$ cat src/rtl/sem_pkg.sv
/*
 constants shared by both ends of the serial memory command link.
 assumes a 250 mhz system clock on each end and a host-made shift clock.
*/
// Summary of operation
// - nine bit instruction, start one, opcode, address
// - host gives one clock before start bit
// - address picks one of sixteen words
// - 10xx read, 01xx write, 11xx erase
// - 0011 enables, 0000 disables programming
// - host enables programming before any programming
// - read works regardless of enable state
// - read sends zero dummy then sixteen bits
// - output changes on shift clock rising edge
// - output driven only during a read
// - programming starts at select falling edge
// - erase sets addressed word to ones
// - write takes sixteen data bits, preerased target
// - programming lasts while select low, 10-30 ms
// - host holds select high one period after programming
// - select low at least 1 us between instructions
// - 0010 erases all, ignored when bulk pin low
// - 0001 writes all, ignored when bulk pin low
// - shift clock may stop during programming pulse
// - program generator active only during programming; gen also runs for erase/write that prog_ok blocks
`default_nettype none
package sem_pkg;
  localparam int sem_words = 16;
  localparam int sem_width = 16;
  localparam int sem_clk_mhz = 250;
  localparam logic [3:0] sem_op_enable = 4'h3;
  localparam logic [3:0] sem_op_disable = 4'h0;
  localparam logic [3:0] sem_op_bulk_erase = 4'h2;
  localparam logic [3:0] sem_op_bulk_write = 4'h1;
  localparam logic [1:0] sem_op_read = 2'h2;
  localparam logic [1:0] sem_op_write = 2'h1;
  localparam logic [1:0] sem_op_erase = 2'h3;
  // host timing in its own units, then cycles
  localparam int sem_pulse_min_ms = 10;
  localparam int sem_sel_low_min_us = 1;
  localparam int sem_pulse_cycles = sem_pulse_min_ms * sem_clk_mhz * 1000;
  localparam int sem_sel_low_cycles = sem_sel_low_min_us * sem_clk_mhz;
  localparam logic [7:0] sem_half_period = 8'h40;
endpackage
`default_nettype wire

$ cat src/rtl/sem_link_if.sv
/*
 link between host and memory: select, shift clock, data in, data out.
 assumes the bench resolves nothing: output is a driven value plus enable.
*/
`timescale 1ns/100ps
`default_nettype none
interface sem_link_if;
  logic device_select;
  logic serial_shift_clock;
  logic serial_in;
  logic serial_out;
  logic serial_out_oe;
  modport device (input device_select, serial_shift_clock, serial_in,
    output serial_out, serial_out_oe);
  modport host (output device_select, serial_shift_clock, serial_in,
    input serial_out, serial_out_oe);
endinterface
`default_nettype wire

$ cat src/rtl/sem_device.sv
/*
 memory end: decodes instructions and holds a sixteen word array.
 assumes link pins are asynchronous; each passes two flops first.
*/
`timescale 1ns/100ps
`default_nettype none
module sem_device (
  input wire logic clk_in,
  input wire logic resetn_in,
  sem_link_if.device link,
  input wire logic bulk_program_enable_pin_in,
  output logic programming_out,
  output logic program_enabled_out
);
  typedef enum logic [4:0] {
    sem_idle = 5'h01,
    sem_cmd = 5'h02,
    sem_data = 5'h04,
    sem_read = 5'h08,
    sem_prog = 5'h10
  } sem_dstate_t;
  typedef struct packed {
    logic [2:0] sel_s;
    logic [2:0] clk_s;
    logic [1:0] din_s;
    logic [1:0] bpe_s;
    sem_dstate_t st;
    logic [7:0] cmd;
    logic [3:0] cnt;
    logic [4:0] ocnt;
    logic [15:0] sh;
    logic [16:0] osh;
    logic wen;
    logic armed;
    logic pending;
    logic gen;
    logic dout;
    logic doe;
  } sem_dev_t;
  sem_dev_t r;
  sem_dev_t next_r;
  logic [15:0] mem [0:15];
  logic sel;
  logic rise;
  logic din;
  logic sel_fall;
  logic [3:0] op;
  logic prog_ok;
  assign sel = r.sel_s[1];
  assign din = r.din_s[1];
  assign rise = r.clk_s[1] & ~r.clk_s[2];
  assign sel_fall = ~r.sel_s[1] & r.sel_s[2];
  assign op = r.cmd[7:4];
  // bulk forms need the pin, all forms need enable
  assign prog_ok = r.wen & ((op[3:2] != 2'h0) | r.bpe_s[1]);
  always_comb begin
    next_r = r;
    next_r.sel_s = {r.sel_s[1:0], link.device_select};
    next_r.clk_s = {r.clk_s[1:0], link.serial_shift_clock};
    next_r.din_s = {r.din_s[0], link.serial_in};
    next_r.bpe_s = {r.bpe_s[0], bulk_program_enable_pin_in};
    next_r.dout = r.osh[16];
    if (!sel) begin
      next_r.doe = 1'b0;
      next_r.cnt = 4'h0;
      if (r.st == sem_prog && r.armed && sel_fall) begin
        next_r.gen = 1'b1;
        next_r.armed = 1'b0;
      end
      if (r.st != sem_prog) begin
        next_r.st = sem_idle;
      end
    end else begin
      case (r.st)
        sem_idle: begin
          if (rise && din) begin
            next_r.st = sem_cmd;
          end
        end
        sem_cmd: begin
          if (rise) begin
            next_r.cmd = {r.cmd[6:0], din};
            next_r.cnt = r.cnt + 4'h1;
            if (r.cnt == 4'h7) begin
              next_r.cnt = 4'h0;
              next_r.st = sem_prog;
              next_r.armed = 1'b0;
              if (r.cmd[6:5] == sem_pkg::sem_op_read) begin
                next_r.st = sem_read;
                next_r.osh = {1'b0, mem[{r.cmd[2:0], din}]};
                next_r.ocnt = 5'h0;
              end else if (r.cmd[6:3] == sem_pkg::sem_op_enable) begin
                next_r.wen = 1'b1;
                next_r.st = sem_idle;
              end else if (r.cmd[6:3] == sem_pkg::sem_op_disable) begin
                next_r.wen = 1'b0;
                next_r.st = sem_idle;
              end else if (r.cmd[6:5] == sem_pkg::sem_op_write ||
                  r.cmd[6:3] == sem_pkg::sem_op_bulk_write) begin
                next_r.st = sem_data;
              end else begin
                next_r.armed = 1'b1;
              end
            end
          end
        end
        sem_data: begin
          if (rise) begin
            next_r.sh = {r.sh[14:0], din};
            next_r.cnt = r.cnt + 4'h1;
            if (r.cnt == 4'hf) begin
              next_r.st = sem_prog;
              next_r.armed = 1'b1;
            end
          end
        end
        sem_read: begin
          next_r.doe = 1'b1;
          if (rise && r.ocnt != 5'h11) begin
            next_r.osh = {r.osh[15:0], 1'b0};
            next_r.ocnt = r.ocnt + 5'h1;
          end
        end
        sem_prog: begin
          // select high again ends the pulse; armed waits for the fall
          if (r.gen) begin
            next_r.pending = 1'b1;
            next_r.gen = 1'b0;
            next_r.armed = 1'b0;
            next_r.st = sem_idle;
          end
        end
        default: next_r.st = sem_idle;
      endcase
    end
  end
  always_ff @(posedge clk_in or negedge resetn_in) begin
    if (!resetn_in) begin
      r <= '{st: sem_idle, default: '0};
    end else begin
      r <= next_r;
      if (r.gen && !sel && prog_ok) begin
        // array commits while the pulse stands; clock may stop
        if (op[3:2] == sem_pkg::sem_op_erase) begin
          mem[r.cmd[3:0]] <= 16'hffff;
        end else if (op[3:2] == sem_pkg::sem_op_write) begin
          mem[r.cmd[3:0]] <= r.sh;
        end else begin
          for (int i = 0; i < sem_pkg::sem_words; i++) begin
            mem[i] <= (op == sem_pkg::sem_op_bulk_erase) ? 16'hffff
              : r.sh;
          end
        end
      end
    end
  end
  assign link.serial_out = r.dout;
  assign link.serial_out_oe = r.doe;
  assign programming_out = r.gen;
  assign program_enabled_out = r.wen;
endmodule
`default_nettype wire

$ cat src/flat_wrapper.sv
// flat-port wrapper written by rule: the top's interface ports become plain ports
module sem_device_flat 
  (clk_in, resetn_in, bulk_program_enable_pin_in, programming_out, program_enabled_out, link_device_select, link_serial_shift_clock, link_serial_in, link_serial_out, link_serial_out_oe);
  sem_link_if link_i ();
  input wire logic clk_in;
  input wire logic resetn_in;
  input wire logic bulk_program_enable_pin_in;
  output logic programming_out;
  output logic program_enabled_out;
  input wire logic [$bits(link_i.device_select)-1:0] link_device_select;
  input wire logic [$bits(link_i.serial_shift_clock)-1:0] link_serial_shift_clock;
  input wire logic [$bits(link_i.serial_in)-1:0] link_serial_in;
  output wire logic [$bits(link_i.serial_out)-1:0] link_serial_out;
  output wire logic [$bits(link_i.serial_out_oe)-1:0] link_serial_out_oe;
  assign link_i.device_select = link_device_select;
  assign link_i.serial_shift_clock = link_serial_shift_clock;
  assign link_i.serial_in = link_serial_in;
  assign link_serial_out = link_i.serial_out;
  assign link_serial_out_oe = link_i.serial_out_oe;
  sem_device u_core (.clk_in(clk_in), .resetn_in(resetn_in), .link(link_i), .bulk_program_enable_pin_in(bulk_program_enable_pin_in), .programming_out(programming_out), .program_enabled_out(program_enabled_out));
endmodule
$ cat config.mk
export PLATFORM = sky130hd
export DESIGN_NAME = sem_device_flat
export DESIGN_NICKNAME = d
export VERILOG_FILES = /design/src/rtl/sem_pkg.sv /design/src/rtl/sem_link_if.sv /design/src/rtl/sem_device.sv /design/src/flat_wrapper.sv
export SDC_FILE = /design/constraint.sdc
export NUM_CORES = 1
export LEC_CHECK = 0
export BUFFER_PORTS_ARGS = -buffer_cell sky130_fd_sc_hd__clkbuf_2
export CORE_MARGIN = 2
export CORE_UTILIZATION = 25
export CTS_CLUSTER_SIZE = 12
export DETAILED_ROUTE_END_ITERATION = 12
export SYNTH_ARGS = -nofsm -noshare
export SYNTH_HDL_FRONTEND = slang
export SYNTH_SLANG_ARGS = --single-unit
$ cat constraint.sdc
create_clock -name clk_in -period 2.7 [get_ports clk_in]
set_clock_uncertainty 0.2 [all_clocks]
set_input_delay 0.27 -clock clk_in [delete_from_list [all_inputs] [get_ports clk_in]]
set_output_delay 0.27 -clock clk_in [all_outputs]
set_load 0.005 [all_outputs]
==> Flow_metrics.wiki <==
{| class="wikitable"
! Metric !! Value
|-
| Total GRT Usage || 10.90%
|-
| Number of H-tree levels || 2
|-
| Met3 usage || 1.732%
|-
| Largest net degree at the start of global routing || 71
|-
| Required time worst endpoint || 2880 ps
|-
| Synthesized flop and latch total || 326
|-
| Clock tree root driver cell || sky130_fd_sc_hd__clkbuf_16
|-
| Headroom to the max-slew limit || 35.81%
|-
| Leading cell types by total area after synthesis || sky130_fd_sc_hd__edfxtp_1 (57%), sky130_fd_sc_hd__dfrtp_1 (13%), sky130_fd_sc_hd__mux2i_1 (5.1%), sky130_fd_sc_hd__mux4_2 (4.5%), sky130_fd_sc_hd__a21oi_1 (2.9%)
|-
| Count of boundary I/O pins || 10
|-
| Max Clk Rate || 417.9 MHz
|-
| Power per cell area || 717.7 nW/um^2
|-
| Post-synthesis average cell area || 15.44 sq um
|-
| Slew Limit Fails || 0
|-
| Total Die Area || 55600 sq um
|-
| Highest net fanout along the worst path || 15
|-
| Sum of negative setup slack || 0 ps
|-
| Total number of nets in the final design || 930
|-
| Worst Max-Slew Pin Slew || 962.9 ps
|-
| FP Rows || 84
|-
| Flip-flop cell with the highest count after synthesis || sky130_fd_sc_hd__edfxtp_1
|-
| Smallest hold slack || 155.5 ps
|-
| Met2 Use GR || 17.85%
|-
| LEAKAGE || 5.905 nW
|-
| Clock Tree Buf Depth || 3
|-
| Die Y || 235.8 um
|-
| Area of placed instances || 14610 sq um
|-
| Port bufs || 9
|-
| Core Util, Final || 29.72%
|-
| Time the final worst path needs with I/O delays and setup || 2393 ps
|-
| Clock input transition at the sequential cells of the worst setup and hold paths || 60 ps
|-
| TritonCTS clock tree || yes
|-
| Number of buffers inserted during clock tree synthesis || 35
|-
| Portion of the post-synthesis area used by sequential elements || 70.28%
|-
| Count of antenna-violating nets left after detailed routing || 0
|-
| Status || completed
|-
| Fraction of synthesized cell area taken by the top area cell type || 57.23%
|-
| Worst EP arrival || 2570 ps
|-
| Layout cells sized above 1 || 20.97%
|-
| Gr ovfl total || 0
|-
| Crit Path Category || reg2reg
|-
| Final setup viols || 0
|-
| Highest-utilization routing layer at the global route stage || met2
|-
| Cell type with the largest total area after synthesis || sky130_fd_sc_hd__edfxtp_1
|-
| Via count || 7602
|-
| Clock latency at the later pin of the worst-skew pair || 530 ps
|-
| Final instance area || 15710 sq um
|-
| Router iterations before antenna repair || 5
|-
| Cell area after synthesis || 13430 sq um
|-
| Synth-to-Final Area Change || 16.97%
|-
| Detailed Route Iter0 Violations || 803
|-
| Setup crit end kind || flop
|-
| Number of synthesized flops with an enable pin || 256
|-
| Initial core utilization || 25.41%
|-
| Standard cell core area || 52870 sq um
|-
| Unrepaired setup endpoints after global routing || no
|-
| Number of max-cap violations || 0
|-
| Worst min path class || reg2reg
|-
| Share of synthesized registers carrying an async set or reset || 21.47%
|-
| Count of antenna diodes in the layout || 0
|-
| Aggregate routed wire length || 30530 um
|-
| Sinks on Clock Net || 326
|-
| Cells after Synth || 870
|-
| Max rail drop VDD || 0.3859 mV
|-
| Library cell with the highest instance count after synthesis || sky130_fd_sc_hd__edfxtp_1
|-
| Met1 capacity usage during global routing || 14.93%
|-
| Yosys warning count || 0
|-
| WL per Instance || 18.71 um
|-
| Global placer's final weighted congestion || 0.7658
|-
| Total half-perimeter wirelength after legalization and detailed placement || 18990 um
|-
| Via count of the first global-routing pass || 7663
|-
| Syn nets || 879
|-
| First-pass GRT wire length || 47020 um
|-
| Commonest cells in the netlist || sky130_fd_sc_hd__edfxtp_1 (256), sky130_fd_sc_hd__a21oi_1 (79), sky130_fd_sc_hd__dfrtp_1 (69), sky130_fd_sc_hd__mux2i_1 (69), sky130_fd_sc_hd__nand2_1 (38)
|-
| Number of distinct library cell variants in the gate-level netlist after synthesis || 70
|-
| Vias per cell || 4.658
|-
| Count of final hold-check violations || 0
|-
| Startpoint type of the worst setup path || flop
|-
| Overall die width || 235.8 um
|-
| Post-route clock period utilization || 88.62%
|-
| Detailed-route DRC error count || 0
|-
| Number of antenna violations at the first check in global routing || 0
|-
| Number of gates resized after CTS || 0
|}
[sequential cells by signal (all words and copies together), names as in the netlist]
name and cells:
u_core.program_enabled_out 1, u_core.r 54, u_core.mem 256, u_core.link.serial_out 1, u_core.link.serial_out_oe 1, u_core.op 4
u_core.din 1, u_core.programming_out 1, u_core.next_r 7
[path summary, 6_finish.rpt]
kind / start / endpoint / slack, ps / cells after the start
hold / removal: u_core.next_r[66]$_DFF_PN0_ / u_core.next_r[67]$_DFF_PN0_ / 160 / 0
max in group asynchronous: resetn_in / u_core.r[49]$_DFFE_PN0P_ / 1230 / 3
min in group asynchronous: resetn_in / u_core.next_r[64]$_DFF_PN0_ / 360 / 3
hold reg to reg: u_core.next_r[66]$_DFF_PN0_ / u_core.next_r[67]$_DFF_PN0_ / 160 / 0
setup / recovery: u_core.r[44]$_DFFE_PN0P_ / u_core.r[20]$_DFFE_PN0P_ / 310 / 7
setup reg to reg: u_core.r[44]$_DFFE_PN0P_ / u_core.r[20]$_DFFE_PN0P_ / 310 / 7
[metal layers]
layer / routed length [um] / share of wire [%]
met5: 0 / 0
met4: 662 / 2.2
met3: 1537 / 5.0
met2: 14470 / 47
met1: 13860 / 45
[worst max-delay path: stages (launching register included)]
cell and delay, ps:
sky130_fd_sc_hd__dfrtp_1 400, sky130_fd_sc_hd__ha_1 210, sky130_fd_sc_hd__and3b_1 260, sky130_fd_sc_hd__and3b_1 270, sky130_fd_sc_hd__a32o_2 200, sky130_fd_sc_hd__and2_1 280
sky130_fd_sc_hd__buf_4 290, sky130_fd_sc_hd__a41oi_1 140
[repair_timing]
item / CTS / global route
hold buffers: 5 / 0
buffers inserted: 0 / 0
endpoints found under the hold margin: 73 / 0
[where the power goes]
group          total, mW  switching [mW]  internal [mW]
logic               1.27           0.725          0.548
clock network       4.48            1.89           2.59
registers           5.53           0.122           5.40
[area by class of cell]
class / instances / area (sq um)
Multi-Input combinational cell: 474 / 3689
Clock inverter: 7 / 77.57
Tap cell: 688 / 860.8
Clock buffer: 53 / 973.4
Timing Repair Buffer: 72 / 620.6
Fill cell: 5243 / 37150
Sequential cell: 326 / 9447
Inverter: 12 / 45.04
[layout by cell type, fill, tap and decap left out, types with 3 or more instances in the layout]
cell / instances
sky130_fd_sc_hd__a21oi_1: 63
sky130_fd_sc_hd__a21oi_2: 16
sky130_fd_sc_hd__a31oi_1: 19
sky130_fd_sc_hd__a41oi_1: 3
sky130_fd_sc_hd__and3_1: 5
sky130_fd_sc_hd__buf_12: 7
sky130_fd_sc_hd__buf_4: 52
sky130_fd_sc_hd__clkbuf_1: 15
sky130_fd_sc_hd__clkbuf_16: 35
sky130_fd_sc_hd__clkbuf_2: 8
sky130_fd_sc_hd__clkbuf_8: 3
sky130_fd_sc_hd__clkinv_1: 3
sky130_fd_sc_hd__dfrtp_1: 66
sky130_fd_sc_hd__dlygate4sd3_1: 5
sky130_fd_sc_hd__edfxtp_1: 256
sky130_fd_sc_hd__ha_1: 3
sky130_fd_sc_hd__inv_1: 12
sky130_fd_sc_hd__mux2_2: 23
sky130_fd_sc_hd__mux2i_1: 69
sky130_fd_sc_hd__mux4_2: 27
sky130_fd_sc_hd__nand2_1: 38
sky130_fd_sc_hd__nand2b_1: 23
sky130_fd_sc_hd__nand3_1: 10
sky130_fd_sc_hd__nand4_1: 20
sky130_fd_sc_hd__nor2_1: 30
sky130_fd_sc_hd__nor2b_1: 9
sky130_fd_sc_hd__nor3_1: 36
sky130_fd_sc_hd__nor3b_1: 3
sky130_fd_sc_hd__o21ai_0: 11
sky130_fd_sc_hd__o22ai_1: 7
sky130_fd_sc_hd__or3_1: 3
[stage by stage]
stage	setup WS, ps	std cells	total power, mW
after global routing	142.0	1632	11.68
after global placement	350.7	1567	6.885
after CTS	300.1	1632	11.38
after detailed placement	300.2	1567	6.905
final	307.3	1632	11.28
after floorplan	2.344	870	6.528
[logic make-up (layout without fill, tap and decap cells)]
logic type | Yosys count | count (layout) | share of synthesized area, %
mux | 121 | 121 | 11.76
xor+xnor | 4 | 4 | 0.2609
compound gates | 146 | 146 | 6.660
buf+inv | 70 | 144 | 2.711
fa+ha+maj | 3 | 3 | 0.2795
simple gates | 200 | 200 | 8.048
flops | 326 | 326 | 70.28
(Power assumes the default switching activity.)
